File: src/verilog/line_if_pkg.sv
// shared constants, types and register map for the line-interface register set
package line_if_pkg;

   // register offsets on the parallel control port
   localparam logic [7:0] OFF_INFO_RT = 8'h11;
   localparam logic [7:0] OFF_STATUS_ONE = 8'h16;
   localparam logic [7:0] OFF_MASK_ONE = 8'h17;
   localparam logic [7:0] OFF_CTRL_TWO = 8'h79;
   localparam logic [7:0] OFF_CTRL_CLK_CMI = 8'h7b;
   localparam logic [7:0] OFF_SIG_ENABLE = 8'h40;

   localparam logic [7:0] RESET_BYTE = 8'h00;

   // line_ctrl_clock_cmi fields
   localparam int CMI_EN_BIT = 7;
   localparam int CMI_INV_BIT = 6;
   localparam int PRESCALE_HI_BIT = 5;
   localparam int PRESCALE_LO_BIT = 4;
   // line_ctrl_two fields
   localparam int E1_MODE_BIT = 7;
   localparam int JITTER_SRC_BIT = 3;

   // status / mask bit positions
   localparam int ST_TX_CLK_LOST = 0;
   localparam int ST_TX_OPEN = 1;
   localparam int ST_CUR_LIMIT = 2;
   localparam int ST_CARRIER_LOST = 3;
   localparam int ST_JITTER_TRIP = 4;
   localparam int ST_SIG_CHANGE = 5;
   localparam int ST_TIMER = 6;
   localparam int ST_BELOW_THRESH = 7;
   // condition sources interrupt on both edges, the rest on occurrence
   localparam logic [7:0] CONDITION_MASK = 8'h8f;

   // master clock bases in kHz
   localparam logic [14:0] MCLK_T1_BASE_KHZ = 15'h0608;
   localparam logic [14:0] MCLK_E1_BASE_KHZ = 15'h0800;

   // timing
   localparam int CLK_PERIOD_NS = 100;
   localparam int CHAN_TIME_T1_NS = 5180;
   localparam int CHAN_TIME_E1_NS = 3906;
   localparam int CHAN_CYC_T1 = (CHAN_TIME_T1_NS / CLK_PERIOD_NS < 1) ? 1 :
      CHAN_TIME_T1_NS / CLK_PERIOD_NS;
   localparam int CHAN_CYC_E1 = (CHAN_TIME_E1_NS / CLK_PERIOD_NS < 1) ? 1 :
      CHAN_TIME_E1_NS / CLK_PERIOD_NS;
   localparam int THRESH_TIME_MS = 50;

   // pattern synchroniser
   localparam logic [5:0] SYNC_MATCH_BITS = 6'h20;
   localparam logic [6:0] ERR_WINDOW_BITS = 7'h40;
   localparam logic [2:0] ERR_LIMIT = 3'h6;

   typedef struct packed {
      logic rd;
      logic wr;
      logic [7:0] addr;
      logic [7:0] wdata;
   } cpu_req_t;

   typedef struct packed {
      logic tx_open;
      logic cur_limit;
      logic carrier_lost;
      logic below_thresh;
      logic code_seen;
      logic [3:0] level;
   } line_sense_t;

   typedef enum logic [1:0] {
      PS_HUNT = 2'b01,
      PS_LOCKED = 2'b10
   } psync_state_t;

endpackage

File: src/verilog/pattern_sync.sv
// test-pattern synchroniser: locks on consecutive matches, drops on error density
`timescale 1ns/10ps
`default_nettype none
module pattern_sync
   import line_if_pkg::*;
(
   // clock and reset
   input wire logic sys_clk,
   input wire logic rst,
   // received pattern bits
   input wire logic bit_tick,
   input wire logic bit_err,
   // state
   output logic pattern_sync_live
);
   psync_state_t state_ff, nxt_state;
   logic [5:0] match_ff, nxt_match;
   logic [6:0] win_ff, nxt_win;
   logic [2:0] err_ff, nxt_err;
   wire logic last_match = (match_ff == SYNC_MATCH_BITS - 6'h01);
   wire logic last_bit = (win_ff == ERR_WINDOW_BITS - 7'h01);
   wire logic err_full = (err_ff == ERR_LIMIT - 3'h1);

   always_comb begin
      nxt_state = state_ff;
      nxt_match = match_ff;
      nxt_win = win_ff;
      nxt_err = err_ff;
      case (state_ff)
         PS_HUNT: begin
            if (bit_tick) begin
               nxt_match = bit_err ? 6'h00 : match_ff + 6'h01;
               if (!bit_err && last_match) begin
                  nxt_state = PS_LOCKED;
                  nxt_match = 6'h00;
                  nxt_win = 7'h00;
                  nxt_err = 3'h0;
               end
            end
         end
         PS_LOCKED: begin
            if (bit_tick) begin
               nxt_win = last_bit ? 7'h00 : win_ff + 7'h01;
               nxt_err = last_bit ? 3'h0 : err_ff + {2'b00, bit_err};
               if (bit_err && err_full) begin
                  nxt_state = PS_HUNT;
                  nxt_win = 7'h00;
                  nxt_err = 3'h0;
               end
            end
         end
         default: nxt_state = PS_HUNT;
      endcase
   end

   always_ff @(posedge sys_clk or posedge rst) begin
      if (rst) begin
         state_ff <= PS_HUNT;
         match_ff <= 6'h00;
         win_ff <= 7'h00;
         err_ff <= 3'h0;
      end else begin
         state_ff <= nxt_state;
         match_ff <= nxt_match;
         win_ff <= nxt_win;
         err_ff <= nxt_err;
      end
   end

   assign pattern_sync_live = (state_ff == PS_LOCKED);
endmodule
`default_nettype wire

File: src/verilog/line_interface_status_irq.sv
// line-interface control, real-time info, latched status and interrupt mask registers
`timescale 1ns/10ps
`default_nettype none
module line_interface_status_irq
   import line_if_pkg::*;
#(
   parameter int unsigned TIMER_T1_SEC_BITS = 1544000,
   parameter int unsigned TIMER_T1_FAST_BITS = 64848,
   parameter int unsigned TIMER_E1_SEC_BITS = 2048000,
   parameter int unsigned TIMER_E1_FAST_BITS = 128000,
   parameter int unsigned THRESH_CYCLES = THRESH_TIME_MS * 1000000 / CLK_PERIOD_NS
)
(
   // clock and reset
   input wire logic sys_clk,
   input wire logic rst,
   // parallel control port
   input wire cpu_req_t cpu_req,
   output logic [7:0] cpu_rdata,
   output logic cpu_rvalid,
   // analog front-end sense pins
   input wire line_sense_t sense_pins,
   input wire logic tx_clock_in,
   input wire logic jitter_fifo_near,
   // framer-side inputs
   input wire logic rx_bit_tick,
   input wire logic pattern_bit_err,
   input wire logic [7:0] sig_state,
   input wire logic count_interval_sel,
   // line coding
   input wire logic tx_cmi_data,
   output logic tx_line_pos,
   input wire logic rx_line_pos,
   output logic rx_cmi_data,
   output logic coded_mark_enable,
   // clocking controls
   output logic [14:0] mclk_expect_khz,
   output logic jitter_atten_clock_pll,
   output logic e1_mode,
   // interrupt
   output logic irq
);
   ////////////////////////////////////////////////////////////////////////////
   function automatic logic [14:0] mclk_khz(input logic [1:0] pre, input logic base_e1);
      mclk_khz = (base_e1 ? MCLK_E1_BASE_KHZ : MCLK_T1_BASE_KHZ) << pre;
   endfunction

   function automatic logic hit(input logic [7:0] off);
      hit = (cpu_req.addr == off);
   endfunction

   ////////////////////////////////////////////////////////////////////////////
   // pin synchronisers, two stages before any logic
   line_sense_t sense_m_ff, sense_ff;
   logic [2:0] txc_ff;
   logic rxl_m_ff, rxl_ff;
   logic jf_m_ff, jf_ff, jf_d_ff;

   always_ff @(posedge sys_clk or posedge rst) begin
      if (rst) begin
         sense_m_ff <= '0;
         sense_ff <= '0;
         txc_ff <= 3'h0;
         rxl_m_ff <= 1'b0;
         rxl_ff <= 1'b0;
         jf_m_ff <= 1'b0;
         jf_ff <= 1'b0;
         jf_d_ff <= 1'b0;
      end else begin
         sense_m_ff <= sense_pins;
         sense_ff <= sense_m_ff;
         txc_ff <= {txc_ff[1:0], tx_clock_in};
         rxl_m_ff <= rx_line_pos;
         rxl_ff <= rxl_m_ff;
         jf_m_ff <= jitter_fifo_near;
         jf_ff <= jf_m_ff;
         jf_d_ff <= jf_ff;
      end
   end

   ////////////////////////////////////////////////////////////////////////////
   // control registers
   logic [7:0] ctrl_cmi_ff, ctrl_two_ff, mask_ff, sig_en_ff;
   wire logic wr_cmi = cpu_req.wr && hit(OFF_CTRL_CLK_CMI);
   wire logic wr_two = cpu_req.wr && hit(OFF_CTRL_TWO);
   wire logic wr_mask = cpu_req.wr && hit(OFF_MASK_ONE);
   wire logic wr_sig = cpu_req.wr && hit(OFF_SIG_ENABLE);

   always_ff @(posedge sys_clk or posedge rst) begin
      if (rst) begin
         ctrl_cmi_ff <= RESET_BYTE;
         ctrl_two_ff <= RESET_BYTE;
         mask_ff <= RESET_BYTE;
         sig_en_ff <= RESET_BYTE;
      end else begin
         if (wr_cmi) ctrl_cmi_ff <= cpu_req.wdata;
         if (wr_two) ctrl_two_ff <= cpu_req.wdata;
         if (wr_mask) mask_ff <= cpu_req.wdata;
         if (wr_sig) sig_en_ff <= cpu_req.wdata;
      end
   end

   wire logic [1:0] clk_prescale = {ctrl_cmi_ff[PRESCALE_HI_BIT], ctrl_cmi_ff[PRESCALE_LO_BIT]};
   wire logic jitter_clock_source_sel = ctrl_two_ff[JITTER_SRC_BIT];
   wire logic coded_mark_invert = ctrl_cmi_ff[CMI_INV_BIT];
   wire logic e1_sel = ctrl_two_ff[E1_MODE_BIT];
   // e1 or the pll source selects the 2.048 MHz base, in t1 mode as well
   wire logic base_e1 = e1_sel || jitter_clock_source_sel;

   ////////////////////////////////////////////////////////////////////////////
   // clocking and line coding outputs
   logic [14:0] mclk_ff;
   logic tx_pos_ff, rx_cmi_ff;
   wire logic cmi_flip = ctrl_cmi_ff[CMI_EN_BIT] && coded_mark_invert;

   always_ff @(posedge sys_clk or posedge rst) begin
      if (rst) begin
         mclk_ff <= 15'h0000;
         tx_pos_ff <= 1'b0;
         rx_cmi_ff <= 1'b0;
      end else begin
         mclk_ff <= mclk_khz(clk_prescale, base_e1);
         tx_pos_ff <= tx_cmi_data ^ cmi_flip;
         rx_cmi_ff <= rxl_ff ^ cmi_flip;
      end
   end

   assign mclk_expect_khz = mclk_ff;
   assign jitter_atten_clock_pll = jitter_clock_source_sel;
   assign coded_mark_enable = ctrl_cmi_ff[CMI_EN_BIT];
   assign e1_mode = e1_sel;
   assign tx_line_pos = tx_pos_ff;
   assign rx_cmi_data = rx_cmi_ff;

   ////////////////////////////////////////////////////////////////////////////
   // transmit clock watchdog, one channel time without an edge
   logic [6:0] txc_cnt_ff;
   logic tx_clock_lost_ff;
   wire logic txc_edge = txc_ff[2] ^ txc_ff[1];
   wire logic [6:0] chan_limit = e1_sel ? 7'(CHAN_CYC_E1) : 7'(CHAN_CYC_T1);

   always_ff @(posedge sys_clk or posedge rst) begin
      if (rst) begin
         txc_cnt_ff <= 7'h00;
         tx_clock_lost_ff <= 1'b0;
      end else if (txc_edge) begin
         txc_cnt_ff <= 7'h00;
         tx_clock_lost_ff <= 1'b0;
      end else if (txc_cnt_ff >= chan_limit - 7'h01) begin
         tx_clock_lost_ff <= 1'b1;
      end else begin
         txc_cnt_ff <= txc_cnt_ff + 7'h01;
      end
   end

   ////////////////////////////////////////////////////////////////////////////
   // input-under-threshold qualifier
   logic [22:0] thr_cnt_ff;
   logic below_ff;

   always_ff @(posedge sys_clk or posedge rst) begin
      if (rst) begin
         thr_cnt_ff <= 23'h000000;
         below_ff <= 1'b0;
      end else if (!sense_ff.below_thresh) begin
         thr_cnt_ff <= 23'h000000;
         below_ff <= 1'b0;
      end else if (thr_cnt_ff >= 23'(THRESH_CYCLES - 1)) begin
         below_ff <= 1'b1;
      end else begin
         thr_cnt_ff <= thr_cnt_ff + 23'h000001;
      end
   end

   ////////////////////////////////////////////////////////////////////////////
   // error-counter update timer on receive bit ticks
   logic [20:0] tmr_cnt_ff;
   logic timer_evt_ff;
   wire logic [20:0] tmr_limit = e1_sel ?
      (count_interval_sel ? 21'(TIMER_E1_FAST_BITS) : 21'(TIMER_E1_SEC_BITS)) :
      (count_interval_sel ? 21'(TIMER_T1_FAST_BITS) : 21'(TIMER_T1_SEC_BITS));
   wire logic tmr_wrap = rx_bit_tick && (tmr_cnt_ff >= tmr_limit - 21'h000001);

   always_ff @(posedge sys_clk or posedge rst) begin
      if (rst) begin
         tmr_cnt_ff <= 21'h000000;
         timer_evt_ff <= 1'b0;
      end else begin
         timer_evt_ff <= tmr_wrap;
         if (tmr_wrap) tmr_cnt_ff <= 21'h000000;
         else if (rx_bit_tick) tmr_cnt_ff <= tmr_cnt_ff + 21'h000001;
      end
   end

   ////////////////////////////////////////////////////////////////////////////
   // signalling change detect, only on enabled channels
   logic [7:0] sig_prev_ff;
   logic sig_evt_ff;
   always_ff @(posedge sys_clk or posedge rst) begin
      if (rst) begin
         sig_prev_ff <= 8'h00;
         sig_evt_ff <= 1'b0;
      end else begin
         sig_prev_ff <= sig_state;
         sig_evt_ff <= |((sig_state ^ sig_prev_ff) & sig_en_ff);
      end
   end

   ////////////////////////////////////////////////////////////////////////////
   // pattern synchroniser
   logic pattern_sync_live;
   pattern_sync u_psync (
      .sys_clk(sys_clk),
      .rst(rst),
      .bit_tick(rx_bit_tick),
      .bit_err(pattern_bit_err),
      .pattern_sync_live(pattern_sync_live)
   );

   ////////////////////////////////////////////////////////////////////////////
   // latched status and pending interrupts
   logic [7:0] cond_ff, status_ff, pend_ff;
   wire logic [7:0] cond_now = {below_ff, 3'b000, sense_ff.carrier_lost,
      sense_ff.cur_limit, sense_ff.tx_open, tx_clock_lost_ff};
   wire logic [7:0] evt_now = {1'b0, timer_evt_ff, sig_evt_ff,
      jf_ff && !jf_d_ff, 4'h0};
   // conditions stay set while present so a read cannot hide a live fault
   wire logic [7:0] st_set = (cond_now & CONDITION_MASK) | evt_now;
   wire logic [7:0] pend_set = ((cond_now ^ cond_ff) & CONDITION_MASK) | evt_now;
   wire logic rd_status = cpu_req.rd && hit(OFF_STATUS_ONE);

   always_ff @(posedge sys_clk or posedge rst) begin
      if (rst) begin
         cond_ff <= 8'h00;
         status_ff <= 8'h00;
         pend_ff <= 8'h00;
      end else begin
         cond_ff <= cond_now;
         // set wins over the read-clear in the same cycle
         status_ff <= (rd_status ? 8'h00 : status_ff) | st_set;
         pend_ff <= (rd_status ? 8'h00 : pend_ff) | pend_set;
      end
   end

   assign irq = |(pend_ff & mask_ff);

   ////////////////////////////////////////////////////////////////////////////
   // read path
   wire logic [7:0] info_rt = {pattern_sync_live, sense_ff.code_seen, sense_ff.cur_limit,
      sense_ff.tx_open, sense_ff.level};
   wire logic [7:0] rd_mux = hit(OFF_INFO_RT) ? info_rt :
      hit(OFF_STATUS_ONE) ? status_ff :
      hit(OFF_MASK_ONE) ? mask_ff :
      hit(OFF_CTRL_TWO) ? ctrl_two_ff :
      hit(OFF_CTRL_CLK_CMI) ? ctrl_cmi_ff :
      hit(OFF_SIG_ENABLE) ? sig_en_ff : 8'h00;
   logic [7:0] rdata_ff;
   logic rvalid_ff;

   always_ff @(posedge sys_clk or posedge rst) begin
      if (rst) begin
         rdata_ff <= 8'h00;
         rvalid_ff <= 1'b0;
      end else begin
         rvalid_ff <= cpu_req.rd;
         if (cpu_req.rd) rdata_ff <= rd_mux;
      end
   end

   assign cpu_rdata = rdata_ff;
   assign cpu_rvalid = rvalid_ff;

   ////////////////////////////////////////////////////////////////////////////
   // checks
   a_irq_follows_pend: assert property (@(posedge sys_clk) disable iff (rst)
      (rd_status && !wr_mask && ((pend_set & mask_ff) == 8'h00)) |=> !irq)
      else $error("irq held after all pending serviced");
   a_mask_blocks: assert property (@(posedge sys_clk) disable iff (rst)
      (mask_ff == 8'h00) |-> !irq) else $error("irq with all sources masked");
   a_cond_fall_irq: assert property (@(posedge sys_clk) disable iff (rst)
      (!rd_status && cond_ff[ST_CARRIER_LOST] && !cond_now[ST_CARRIER_LOST]
      && mask_ff[ST_CARRIER_LOST]) |=> irq) else $error("falling condition missed");
   a_read_clears_trip: assert property (@(posedge sys_clk) disable iff (rst)
      (rd_status && !st_set[ST_JITTER_TRIP]) |=> !status_ff[ST_JITTER_TRIP])
      else $error("trip bit survived read");
   a_set_beats_clear: assert property (@(posedge sys_clk) disable iff (rst)
      (rd_status && evt_now[ST_SIG_CHANGE]) |=> status_ff[ST_SIG_CHANGE])
      else $error("event lost on read");
   a_txclk_lost_time: assert property (@(posedge sys_clk) disable iff (rst)
      $rose(tx_clock_lost_ff) |-> $past(txc_cnt_ff) == chan_limit - 7'h01)
      else $error("clock loss flagged at wrong time");
   a_txclk_edge_clears: assert property (@(posedge sys_clk) disable iff (rst)
      txc_edge |=> !tx_clock_lost_ff) else $error("clock loss held after edge");
   a_cmi_invert: assert property (@(posedge sys_clk) disable iff (rst)
      cmi_flip |=> tx_line_pos == !$past(tx_cmi_data)) else $error("cmi invert wrong");
   a_mclk_select: assert property (@(posedge sys_clk) disable iff (rst)
      (!e1_sel && !jitter_clock_source_sel && clk_prescale == 2'b11 && $stable(ctrl_cmi_ff)
      && $stable(ctrl_two_ff)) |=> mclk_expect_khz == 15'h3040)
      else $error("t1 prescale wrong");
   a_e1_mclk: assert property (@(posedge sys_clk) disable iff (rst)
      (e1_sel && clk_prescale == 2'b10 && $stable(ctrl_cmi_ff) && $stable(ctrl_two_ff))
      |=> mclk_expect_khz == 15'h2000) else $error("e1 prescale wrong");
   a_below_qualified: assert property (@(posedge sys_clk) disable iff (rst)
      $rose(below_ff) |-> thr_cnt_ff >= 23'(THRESH_CYCLES - 1))
      else $error("threshold bit set early");
   a_read_latency: assert property (@(posedge sys_clk) disable iff (rst)
      cpu_req.rd |=> cpu_rvalid ##1 !cpu_rvalid || $past(cpu_req.rd))
      else $error("read answer timing wrong");

   c_irq_raised: cover property (@(posedge sys_clk) disable iff (rst) $rose(irq));
   c_status_read: cover property (@(posedge sys_clk) disable iff (rst)
      rd_status && status_ff != 8'h00);
   c_timer_event: cover property (@(posedge sys_clk) disable iff (rst) timer_evt_ff);
   c_pattern_lock: cover property (@(posedge sys_clk) disable iff (rst)
      $rose(pattern_sync_live));
endmodule
`default_nettype wire

File: config.mk
export PLATFORM = sky130hd
export DESIGN_NAME = line_interface_status_irq
export DESIGN_NICKNAME = d
export VERILOG_FILES = /design/src/verilog/line_if_pkg.sv /design/src/verilog/pattern_sync.sv /design/src/verilog/line_interface_status_irq.sv
export SDC_FILE = /design/constraint.sdc
export NUM_CORES = 1
export LEC_CHECK = 0
export ABC_AREA = 1
export ABC_CLOCK_PERIOD_IN_PS = 6100
export BUFFER_PORTS_ARGS = -buffer_cell sky130_fd_sc_hd__buf_2
export CORE_MARGIN = 8
export CORE_UTILIZATION = 30
export CTS_BUF_LIST = sky130_fd_sc_hd__clkbuf_8 sky130_fd_sc_hd__clkbuf_16
export CTS_CLUSTER_SIZE = 14
export DETAILED_ROUTE_END_ITERATION = 10
export GPL_ROUTABILITY_DRIVEN = 0
export SYNTH_ARGS = -nofsm -noshare
export SYNTH_HDL_FRONTEND = slang
export SYNTH_SLANG_ARGS = --single-unit
File: constraint.sdc
create_clock -name sys_clk -period 6.1 [get_ports sys_clk]
set_clock_uncertainty 0.1 [all_clocks]
set_input_delay 0.61 -clock sys_clk [delete_from_list [all_inputs] [get_ports sys_clk]]
set_output_delay 0.61 -clock sys_clk [all_outputs]
set_load 0.01 [all_outputs]
After elaboration in Yosys (flattened, before gate mapping)
Cells that the tools add are included.

word-level totals
  register bits = 186
  logic and storage cells = 146

operators by class
  bitwise gates (word level) = 11
  reductions and logical operators = 21
  shifts and indexed selects = 1
  equality and inequality tests = 18
  add/subtract/negate cells = 8
  order comparisons = 3
  multiplexer cells = 42

operator list
  kind                                                                                    count
  21-bit two-way mux                                                                      5
  8-bit two-way mux                                                                       8
  7-bit two-way mux                                                                       7
  23-bit two-way mux                                                                      2
  8-bit by 5-bit equality test with 1-bit output (second input constant)                  3
  8-bit by 7-bit equality test with 1-bit output (second input constant)                  3
  23-bit by 1-bit adder with 23-bit output (second input constant)                        1
  23-bit by 19-bit greater-or-equal comparator with 1-bit output (second input constant)  1
  21-bit by 1-bit adder with 21-bit output (second input constant)                        1
  21-bit greater-or-equal comparator                                                      1
  21-bit by 1-bit subtractor with 21-bit output (second input constant)                   1
  8-bit bitwise AND                                                                       2
  8-bit by 7-bit OR with 8-bit output                                                     2
  8-bit OR                                                                                2
  8-bit OR reduction                                                                      2
  8-bit bitwise XOR                                                                       2
  3-bit two-way mux                                                                       5
  12-bit by 2-bit << shifter with 15-bit output                                           1
  7-bit by 1-bit adder with 7-bit output (second input constant)                          2
  7-bit one-hot mux with 2 select lines                                                   1
  12-bit two-way mux                                                                      1
  6-bit two-way mux                                                                       2
  1-bit logical AND                                                                       10
  2-bit two-way mux                                                                       4
  other kinds (21)                                                                        35

Depth between registers and ports, before layout
Gate-level depths: netlist (run 1).

  word-level depth = 7
  mapped depth = 15
  mapped depth without buffers = 14

Cells and area by module
Synthesis (run 1) repeated with hierarchy kept, for this count alone.

unflattened totals
  cell total of the unflattened synthesis = 1090
  area total of the unflattened synthesis = 9105.0 um2

by module, submodules not included
  module                     cells an instance  times used  area an instance (um2)  sequential area each (um2)
  line_interface_status_irq  964                1           8067.7                  4053.9
  pattern_sync               126                1           1037.2                  451.7

Worst setup path before layout (run 1)
Ideal clock, no wire load.

  path kind = register -> register
  start point = reg ctrl_two_ff[7]
  end point = reg tmr_cnt_ff[11]
  period minus slack after synthesis = 2203 ps
  setup slack = 3897 ps
  buffers on the path = 2
  stages on the path, launching flop included = 16
  data arrival time = 1983 ps
  library setup time = 120 ps
  cell sequence = dfrtp_1 -> clkbuf_1 -> inv_1 -> nor2_1 -> inv_1 -> ha_1 -> nand2_1 -> nor2_1 -> inv_1 -> nor2_1 -> nand3_1 -> nand4_1 -> nand2_1 -> inv_1 -> buf_2 -> nor2_1

between the ends
  word-level cells in the longest chain between the ends = 5
  elaborated cells on any way between the ends = 6

RTL lines
  what                                                             line                              text
  from (decl)                                                      line_interface_status_irq.sv:83   logic [7:0] ctrl_cmi_ff, ctrl_two_ff, mask_ff, sig_en_ff;
  from (signal assigned)                                           line_interface_status_irq.sv:97   if (wr_two) ctrl_two_ff <= cpu_req.wdata;
  21-bit two-way mux (*)                                           line_interface_status_irq.sv:179  wire logic [20:0] tmr_limit = e1_sel ?
  21-bit by 1-bit subtractor with 21-bit output (*)                line_interface_status_irq.sv:182  wire logic tmr_wrap = rx_bit_tick && (tmr_cnt_ff >= tmr_limit - 21'h000001);
  21-bit greater-or-equal comparator (*)                           line_interface_status_irq.sv:182
  1-bit logical AND (*)                                            line_interface_status_irq.sv:182
  21-bit two-way mux / 2-bit nonzero test (equally long branches)  -
  to (signal assigned)                                             line_interface_status_irq.sv:191  else if (rx_bit_tick) tmr_cnt_ff <= tmr_cnt_ff + 21'h000001;
  to (decl)                                                        line_interface_status_irq.sv:177  logic [20:0] tmr_cnt_ff;

Every way passes the cells marked *; elsewhere a longest branch is shown, timed or not.
A chain may end at the register's enable or synchronous reset.

Final worst setup path (run 1)
Same ends and word-level chain as after synthesis.

==> results.toml, run 1 <==
[status]
status = "finished clean"

[finish]
n_antenna_cell = 0
nets = 1215
area_delta_synth_final_pct = 14.4
final_cell_mix = "258 x nand2_1, 179 x dfrtp_1, 125 x nor2_1, 122 x inv_1, 98 x nand3_1"
utilization_pct = 35.0
layout_commonest_cell = "nand2_1"
drive_above_1_share_pct = 13.2

[die]
initial_core_util_pct = 30.6
rows = 63
fp.dieW_um = 190
ios = 74
die_y_um = 190
core_area_mm2 = 0.0297
die-area_mm2 = 0.0361

[synthesis]
synth_edf_count = 0
synth_async_sr_flop_share_pct = 100
synthCells = 1076
ys_ff_latch = 180
synth_cell_type_count = 45
syn_area_per_cell_um2 = 8.45
synthTopCellsByArea = "dfrtp_1 49%, nand2_1 11%, nand3_1 5.4%, nor2_1 5.2%, inv_1 5.1%"
synth_top_area_share_pct = 49.3
ys_seq_area_share_pct = 49.5
yosysTopAreaCell = "dfrtp_1"
yosys_warnings = 0
ys.flop_type = "dfrtp_1"
netlist_area_mm2 = 0.00909

[timing]
max_freq_mhz = 366
setup-violations-final = 0
min_period_ps = 2730
setup_tns_ps = 0
post-route-period-util_pct = 44.8
hold_slack_ps = 185
rsz0062_at_grt = "false"
worst_pin_slew_ps = 877
relSlewSlack_pct = 41.6
hold_viol_final = 0
finalMaxSlewViolations = 0

[global_route]
gr-total-overflow = 0
grt_pass1_wl_um = 34200
antenna_found_initial = 1
grt_max_degree = 113
grt_pass1_vias = 6894
grt_usage_pct = 11.4

[power]
powerDensity_mw_per_mm2 = 259
leakagePower_nw = 5.08
peakVddDrop_uv = 194

[min_path]
worstHoldPathType = "input pin to flip-flop"

[clock_network]
cts_resized = 0
clkSinkCount = 180
ctsHoldBuffers = 0
cts_tree = "built"
clock_latency_ps = 430
cts_root_buf = "clkbuf_16"
clk_pin_slew_ps = 70
cts_setup_buffers = 0
clk_path_buf_depth = 2
numCtsBuffers = 17
htreeDepth = 4

[placed_design]
hpwlAfterDp_um = 14500
port_buffers = 68

[routing]
totalWireLength_um = 19900
drc_errors = 0
ant_nets = 0
dr.pass1.iters = 5
dr.first_iter.drc_count = 333
routedWlPerCell_um = 12.9
vias_per_cell = 4.55
route.vias.total = 7023

[setup_path]
crit_type = "flip-flop to flip-flop"
worst_setup_path_end_kind = "flip-flop"
cp_max_fo = 20
crit_required_ps = 6290
cp_data_arrival_time_ps = 2920
startpoint_type = "flip-flop"

[run]
drv_cap = 0
==> kinds of logic (layout without fill, tap and decap cells) <==
family	count (synthesis)	after routing	share of synthesized area [%]
AND/OR/NAND/NOR	564	564	28.3
flip-flops	180	180	49.5
buffers and inverters	155	228	7.18
AO/OA/AOI/OAI	100	100	6.40
XOR/XNOR	46	46	4.43
adder cells (fa/ha/maj)	30	30	4.13
other	1	6	0.0412
==> cell usage after synthesis (2+ instances only) <==
| library cell | instances |
|---|---|
| dfrtp_1 | 179 |
| nor3b_1 | 3 |
| o2111ai_1 | 2 |
| xor2_1 | 31 |
| o21bai_1 | 7 |
| o22ai_1 | 2 |
| nand4_1 | 22 |
| buf_6 | 5 |
| o21ai_1 | 10 |
| nand3_1 | 98 |
| nand3_2 | 3 |
| nand2_4 | 2 |
| clkbuf_1 | 10 |
| ha_1 | 30 |
| o21ai_2 | 8 |
| nor2_4 | 5 |
| o21ai_0 | 49 |
| xnor2_1 | 15 |
| inv_2 | 2 |
| or2_2 | 11 |
| nor2_2 | 3 |
| nor3_2 | 4 |
| buf_2 | 8 |
| nand2_2 | 4 |
| nand2_1 | 258 |
| nand3b_1 | 9 |
| o21a_1 | 3 |
| buf_4 | 6 |
| nor3_1 | 11 |
| inv_1 | 123 |
| nand3_4 | 2 |
| a21oi_1 | 14 |
| nor2_1 | 125 |
==> sequential cells by signal (all words and copies together) (netlist names), 9 cells and up <==
signal,cells
tmr_cnt_ff,21
mclk_expect_khz,9
thr_cnt_ff,23
sense_m_ff,9
==> cell type report <==
cell class                 count  area, um^2
inverter                     126         482
clock inverter                15         196
fill                        3030       19300
multi-input combinational    746        3960
sequential                   180        4510
clock buffer                  17         425
tap                          390         488
timing repair buffer          70         355
==> path summary, 6_finish.rpt <==
check / start / end / slack, ps / cells past startpoint
setup / recovery: ctrl_two_ff[7]$_DFFE_PP0P_ / tmr_cnt_ff[11]$_DFFE_PP0P_ / 3370 / 13
hold reg to reg: sense_m_ff[6]$_DFF_PP0_ / cond_now[3]$_DFF_PP0_ / 250 / 0
min in group asynchronous: rst / thr_cnt_ff[18]$_DFFE_PP0P_ / 230 / 2
hold / removal: sense_pins[5] / sense_m_ff[5]$_DFF_PP0_ / 180 / 1
setup reg to reg: ctrl_two_ff[7]$_DFFE_PP0P_ / tmr_cnt_ff[11]$_DFFE_PP0P_ / 3370 / 13
max in group asynchronous: rst / tmr_cnt_ff[5]$_DFFE_PP0P_ / 4270 / 3
==> layer usage <==
layer	routed length [um]	global-route usage, %	up-vias
met5	8	0	-
met4	221	4.00	2
met3	761	1.94	12
met2	9560	19.0	113
met1	9370	14.8	3331
li1	-	-	3565
==> critical path, stage by stage (launching register included) <==
cell and delay, ps:
dfrtp_1 620, inv_1 130, nor2_1 150, inv_1 60
ha_1 280, nand2_1 70, nor2_1 150, inv_1 60
nor2_1 140, nand3_1 110, nand4_1 100, nand2_1 50
inv_1 480, nor2_1 90
==> power breakdown <==
part           switching, mW  total (mW)  internal (mW)
Combinational          0.164       0.259         0.0949
Clock                  0.556        1.12          0.565
Sequential            0.0601        1.32           1.26
Total                  0.780        2.70           1.92
==> metrics by stage <==
stage          std cells  setup slack, ps  area [um^2]  power, mW
2_1_floorplan       1081              505         9110       1.51
3_3_place_gp        1512             3380         9790       1.60
3_5_place_dp        1512             3300         9790       1.61
4_1_cts             1544             3350        10400       2.74
5_1_grt             1544             3080        10400       2.84
6_report            1544             3370        10400       2.70
Note: power is estimated with default switching activity, not from simulation.
==> run 2, diff against run 1 <==
ABC_CLOCK_PERIOD_IN_PS = 2850   (was 6100)
clock period = 2.85 ns   (was 6.1 ns; I/O delays follow)
==> run 2 against run 1 <==
  * Register-to-register slack got worse by 2700 ps
  * Core utilization increased by 1.1 points
  * Sequential power increased by 110%
  * Clock power increased by 120%
  * Die area unchanged
  * Routed wire length increased by 2.0%
  * Critical endpoint is now tmr_cnt_ff[2]$_DFFE_PP0P_
  * Largest cell class unchanged
  * Largest power group unchanged
==> results.toml, run 2 (same netlist as run 1, synthesis figures left out) <==
[routing]
routedWlPerCell_um = 12.9
drc_errors = 0
ant_nets = 0
totalWireLength_um = 20300
dr.first_iter.drc_count = 474
vias_per_cell = 4.52
route.vias.total = 7109
dr.pass1.iters = 5

[timing]
rsz0062_at_grt = "false"
setup_tns_ps = 0
setup-violations-final = 0
hold_viol_final = 0
finalMaxSlewViolations = 0
post-route-period-util_pct = 77.2
worst_pin_slew_ps = 566
fin_ws_ps = 651
min_period_ps = 2200
relSlewSlack_pct = 62.2
max_freq_mhz = 455

[die]
rows = 63
die-area_mm2 = 0.0361
ios = 74
initial_core_util_pct = 30.6
core_area_mm2 = 0.0297
die_y_um = 190
fp.dieW_um = 190

[placed_design]
hpwlAfterDp_um = 14700
dp_worst_setup_slack_ps = 629
place_area_mm2 = 0.00986
dp_cells = 1519
port_buffers = 68

[finish]
final_area_mm2 = 0.0107
stdcell_count = 1574
top_register = "thr_cnt_ff"
utilization_pct = 36.1
layout_commonest_cell = "nand2_1"
reg.largest.list = "thr_cnt_ff x23, tmr_cnt_ff x21"
area_delta_synth_final_pct = 18.0
final_cell_mix = "258 x nand2_1, 179 x dfrtp_1, 125 x nor2_1, 122 x inv_1, 98 x nand3_1"
drive_above_1_share_pct = 13.4
fill_cells = 3060
largest_reg_flops = 23
nets = 1245
n_antenna_cell = 0

[setup_path]
cp-startpoint = "ctrl_two_ff[7]$_DFFE_PP0P_"
r2r_setup_slack_ps = 650
r2r_cells = 14
crit_type = "flip-flop to flip-flop"
timing.rr.start = "ctrl_two_ff[7]$_DFFE_PP0P_"
r2r_end = "tmr_cnt_ff[2]$_DFFE_PP0P_"
worst_setup_path_end_kind = "flip-flop"
cp_max_fo = 20
cp_data_arrival_time_ps = 2410
startpoint_type = "flip-flop"
crit_required_ps = 3060

[clock_network]
cts_tree = "built"
clock_latency_ps = 430
cts_root_buf = "clkbuf_16"
htreeDepth = 4
numCtsBuffers = 17
clk_pin_slew_ps = 70
clkSinkCount = 180
clk_path_buf_depth = 2

[power]
peakVddDrop_uv = 369
powerDensity_mw_per_mm2 = 550
leakagePower_nw = 5.23

[global_route]
gr-total-overflow = 0
grt_usage_pct = 11.6
grt_pass1_vias = 6981
grt_max_degree = 103
antenna_found_initial = 1
grt_pass1_wl_um = 34800

[run]
drv_cap = 0

[min_path]
worstHoldPathType = "input pin to flip-flop"
hold_start = "cpu_req[17]"
whs_endpoint = "cpu_rvalid$_DFF_PP0_"
whs_path_depth = 1

[status]
status = "finished clean"
==> run 2: changes by cell type in the layout (fill, tap and decap cells not counted), moves of 2 or more <==
cell / before / now
inv_6: 4 / 2
dlygate4sd3_1: 0 / 23
buf_12: 0 / 2
buf_4: 2 / 7
==> run 2: layout make-up <==
| type | instances | area [um^2] | area share, % |
|---|---|---|---|
| flip-flops and latches | 180 | 4510 | 42.0 |
| multi-input cells | 746 | 3960 | 36.9 |
| repair buffers | 100 | 663 | 6.18 |
| well taps | 390 | 488 | 4.55 |
| inverters | 126 | 478 | 4.45 |
| clock buffers | 17 | 425 | 3.96 |
| clock inverters | 15 | 215 | 2.01 |
==> run 2: worst max-delay path by stage <==
stage                     slack (ps)                    endpoint  cells past startpoint
after global placement           690  tmr_cnt_ff[16]$_DFFE_PP0P_                     14
after floorplan                  160        below_ff$_DFFE_PP0P_                      1
after detailed placement         630  tmr_cnt_ff[19]$_DFFE_PP0P_                     14
after global routing             400  tmr_cnt_ff[18]$_DFFE_PP0P_                     14
after CTS                        640   tmr_cnt_ff[2]$_DFFE_PP0P_                     14
final                            650   tmr_cnt_ff[2]$_DFFE_PP0P_                     14
==> run 2: timing repair <==
action | in CTS | in global routing
hold buffers | 23 | 0
resized for setup | 0 | 0
endpoints found under the hold margin | 145 | 0
buffers inserted | 0 | 0
==> run 2: per-stage QoR <==
step	hold slack [ps]	power [mW]
global route	49.3	6.19
CTS	35.0	5.99
floorplan	216	3.24
finish	54.0	5.90
global placement	234	3.44
detailed placement	240	3.45
==> run 2: report_power, final <==
| group | internal [mW] | total [mW] | switching, mW |
|---|---|---|---|
| Sequential | 2.70 | 2.82 | 0.123 |
| Combinational | 0.234 | 0.593 | 0.358 |
| Clock | 1.30 | 2.49 | 1.19 |
==> run 2: worst max-delay path, cell delays in order (launching register included) <==
cell and delay [ps]:
dfrtp_1 410, buf_4 190, nand2_1 70, inv_1 50
ha_1 330, nand2_1 60, nor2_1 130, inv_1 50
nor2_1 90, nand3_1 100, nand4_1 90, nand2_1 50
inv_1 50, buf_4 240, nor2_1 70
==> run 2: routing by layer <==
layer	GRT usage, %	vias up	wire (um)
li1	-	3627	-
met1	15.6	3344	9760
met2	18.8	118	9530
met3	2.33	18	826
met4	3.34	2	193
met5	0	-	12
==> run 3, diff against run 2 <==
ABC_AREA = 0   (was 1)
ABC_CLOCK_PERIOD_IN_PS = 2200   (was 2850)
clock period = 2.2 ns   (was 2.85 ns; I/O delays follow)
==> run 3 against run 2 <==
  * The flow now finishes with violations (setup timing)
  * Die area decreased by 8.8%
  * Hold slack got worse by 26 ps
  * Power increased by 29%
  * Cell count decreased by 21%
  * Critical path depth decreased by 8
  * Sequential power increased by 33%
  * Highest routed layer is now met4
==> results.toml, run 3 <==
[status]
status = "complete, but fails checks"
violations = "setup timing"

[finish]
utilization_pct = 38.3
top_register = "thr_cnt_ff"
final_area_mm2 = 0.0103
layout_commonest_cell = "dfrtp_1"
final_cell_mix = "178 x dfrtp_1, 68 x buf_2, 56 x nand2_1, 47 x nor2_1, 44 x buf_4"
area_delta_synth_final_pct = 25.4
nets = 957
largest_reg_flops = 23
drive_above_1_share_pct = 22.7
n_antenna_cell = 0
stdcell_count = 1237
reg.largest.list = "thr_cnt_ff x23, tmr_cnt_ff x21"

[setup_path]
crit_family = "simple AND/OR/NAND/NOR gates"
worstSetupEndpoint = "thr_cnt_ff[1]$_DFFE_PP0P_"
r2r_setup_slack_ps = -30
cp_data_arrival_time_ps = 2430
critPathSlowestCell = "or4_1"
timing.rr.start = "thr_cnt_ff[9]$_DFFE_PP0P_"
worst_setup_path_end_kind = "flip-flop"
r2r_cells = 6
path_buf_inv = 1
crit_required_ps = 2400
r2r_end = "thr_cnt_ff[1]$_DFFE_PP0P_"
worstSetupPathDepth = 6
crit_chain = "or4_1 -> or4_4 -> o221ai_4 -> buf_12 -> mux2i_1 -> nor2_1"
cp_max_fo = 11
max_stage_delay_ps = 530
cp-startpoint = "thr_cnt_ff[9]$_DFFE_PP0P_"
crit_type = "flip-flop to flip-flop"
startpoint_type = "flip-flop"

[timing]
relSlewSlack_pct = 58.1
min_period_ps = 2230
rsz0062_at_grt = "true"
fin_ws_ps = -32.0
worst_pin_slew_ps = 627
hold_slack_ps = 28.5
max_freq_mhz = 448
hold_viol_final = 0
post-route-period-util_pct = 101
setup-violations-final = 2
finalMaxSlewViolations = 0

[global_route]
gr-total-overflow = 0
antenna_found_initial = 0
grt_usage_pct = 12.1
grt_pass1_wl_um = 32400
grt_max_degree = 46
grt_pass1_vias = 6086

[routing]
route.vias.total = 5944
dr.first_iter.drc_count = 330
dr.pass1.iters = 4
vias_per_cell = 4.81
routedWlPerCell_um = 15.6
totalWireLength_um = 19300
ant_nets = 0
drc_errors = 0

[die]
die_y_um = 182
core_area_mm2 = 0.0270
die-area_mm2 = 0.0330
initial_core_util_pct = 30.5
ios = 74
fp.dieW_um = 182
rows = 60

[power]
power_mw = 7.62
combPwrFrac_pct = 10.8
peakVddDrop_uv = 468
powerDensity_mw_per_mm2 = 739
power_frac_clock_pct = 40.0
seqPwrFrac_pct = 49.3
power_switching_share_pct = 27.9
intPower_mw = 5.50
p_sw_mw = 2.13
leakagePower_nw = 4.72

[synthesis]
syn_area_per_cell_um2 = 11.1
yosysTopAreaCell = "dfrtp_1"
synthCells = 744
synthTopCellsByArea = "dfrtp_1 54%, ha_1 4.6%, mux2_2 3.6%, xor2_1 3.5%, nand2_1 2.6%"
ys_ff_latch = 180
ys.flop_type = "dfrtp_1"
synth_top_area_share_pct = 54.5
synth.top_cells.by_count = "179 x dfrtp_1, 56 x nand2_1, 53 x nor2_1"
synth.most_common_cell = "dfrtp_1"
synth_edf_count = 0
ys_seq_area_share_pct = 54.8
yosys_warnings = 0
synth_cell_type_count = 63
netlist_area_mm2 = 0.00822
synth_async_sr_flop_share_pct = 100

[clock_network]
cts_root_buf = "clkbuf_16"
cts_tree = "built"
htreeDepth = 4
clk_path_buf_depth = 2
clk_pin_slew_ps = 70
clock_latency_ps = 430
clkSinkCount = 180
numCtsBuffers = 17

[run]
drv_cap = 0

[placed_design]
hpwlAfterDp_um = 14100
dp_cells = 1172
port_buffers = 68
place_area_mm2 = 0.00928

[min_path]
worstHoldPathType = "input pin to flip-flop"
-- run 3: changes by cell type in the layout (fill, tap and decap cells not counted), moves of 14 or more --
cell	change
a21oi_1	+15
and3_1	+14
buf_4	+37
inv_1	-105
mux2_1	+15
mux2_2	+26
nand2_1	-202
nand3_1	-72
nor2_1	-78
o21ai_0	-23
-- run 3: how the worst min path moves through the flow --
stage | slack (ps) | start | end | depth (start not counted)
final | 30 | cpu_req[1] | mask_ff[1]$_DFFE_PP0P_ | 2
after global routing | 20 | cpu_req[1] | sig_en_ff[1]$_DFFE_PP0P_ | 2
after detailed placement | 220 | rst | mclk_expect_khz[4]$_DFF_PP0_ | 2
after floorplan | 150 | cpu_req[17] | cpu_rvalid$_DFF_PP0_ | 0
after CTS | 8 | cpu_req[1] | mask_ff[1]$_DFFE_PP0P_ | 2
after global placement | 230 | rst | mclk_expect_khz[4]$_DFF_PP0_ | 2
-- run 3: power groups by stage --
stage | logic (mW) | clock network, mW | registers, mW
after global placement | 0.767 | 0 | 3.81
after floorplan | 0.488 | 0 | 3.78
after global routing | 0.937 | 3.28 | 3.79
after detailed placement | 0.788 | 0 | 3.81
final | 0.820 | 3.05 | 3.76
after CTS | 0.833 | 3.14 | 3.75
-- run 3: area by class of cell --
type                    instances  area (um^2)
well taps                     341          427
multi-input cells             515         3580
fillers                      2613        16600
clock inverters                14          160
flip-flops and latches        180         4510
clock buffers                  18          439
inverters                      20         78.8
repair buffers                149         1120
-- run 3: timing repair --
| action | 4_1_cts | 5_1_grt |
|---|---|---|
| gates resized for setup | 4 | 17 |
| cloned | 0 | 1 |
| endpoints found under the hold margin | 55 | 0 |
| pin swaps | 1 | 9 |
| hold buffers | 30 | 0 |
| setup endpoints to repair | 22 | 42 |
| setup buffers | 0 | 2 |
-- run 3: per-layer routing --
layer,global-route usage [%],wire [um]
met2,19.7,9170
met4,3.15,204
met3,2.75,705
met1,16.0,9250
met5,0,0
-- run 3: cell families (layout without fill, tap and decap cells) --
family,Yosys count,in the layout,share of synthesized area [%]
AND/OR/NAND/NOR,244,244,15.3
flip-flops,180,180,54.8
AO/OA/AOI/OAI,149,149,11.8
buffers and inverters,54,201,3.00
multiplexers,44,44,5.98
XOR/XNOR,42,42,4.47
adder cells (fa/ha/maj),30,30,4.56
other,1,6,0.0456
-- run 3: through the flow --
stage	worst slack, ps	setup TNS [ps]
2_1_floorplan	-428	-77120
3_3_place_gp	-68.1	-1120
3_5_place_dp	-91.6	-1610
4_1_cts	-26.6	-28.7
5_1_grt	-114	-2260
6_report	-32.0	-36.0
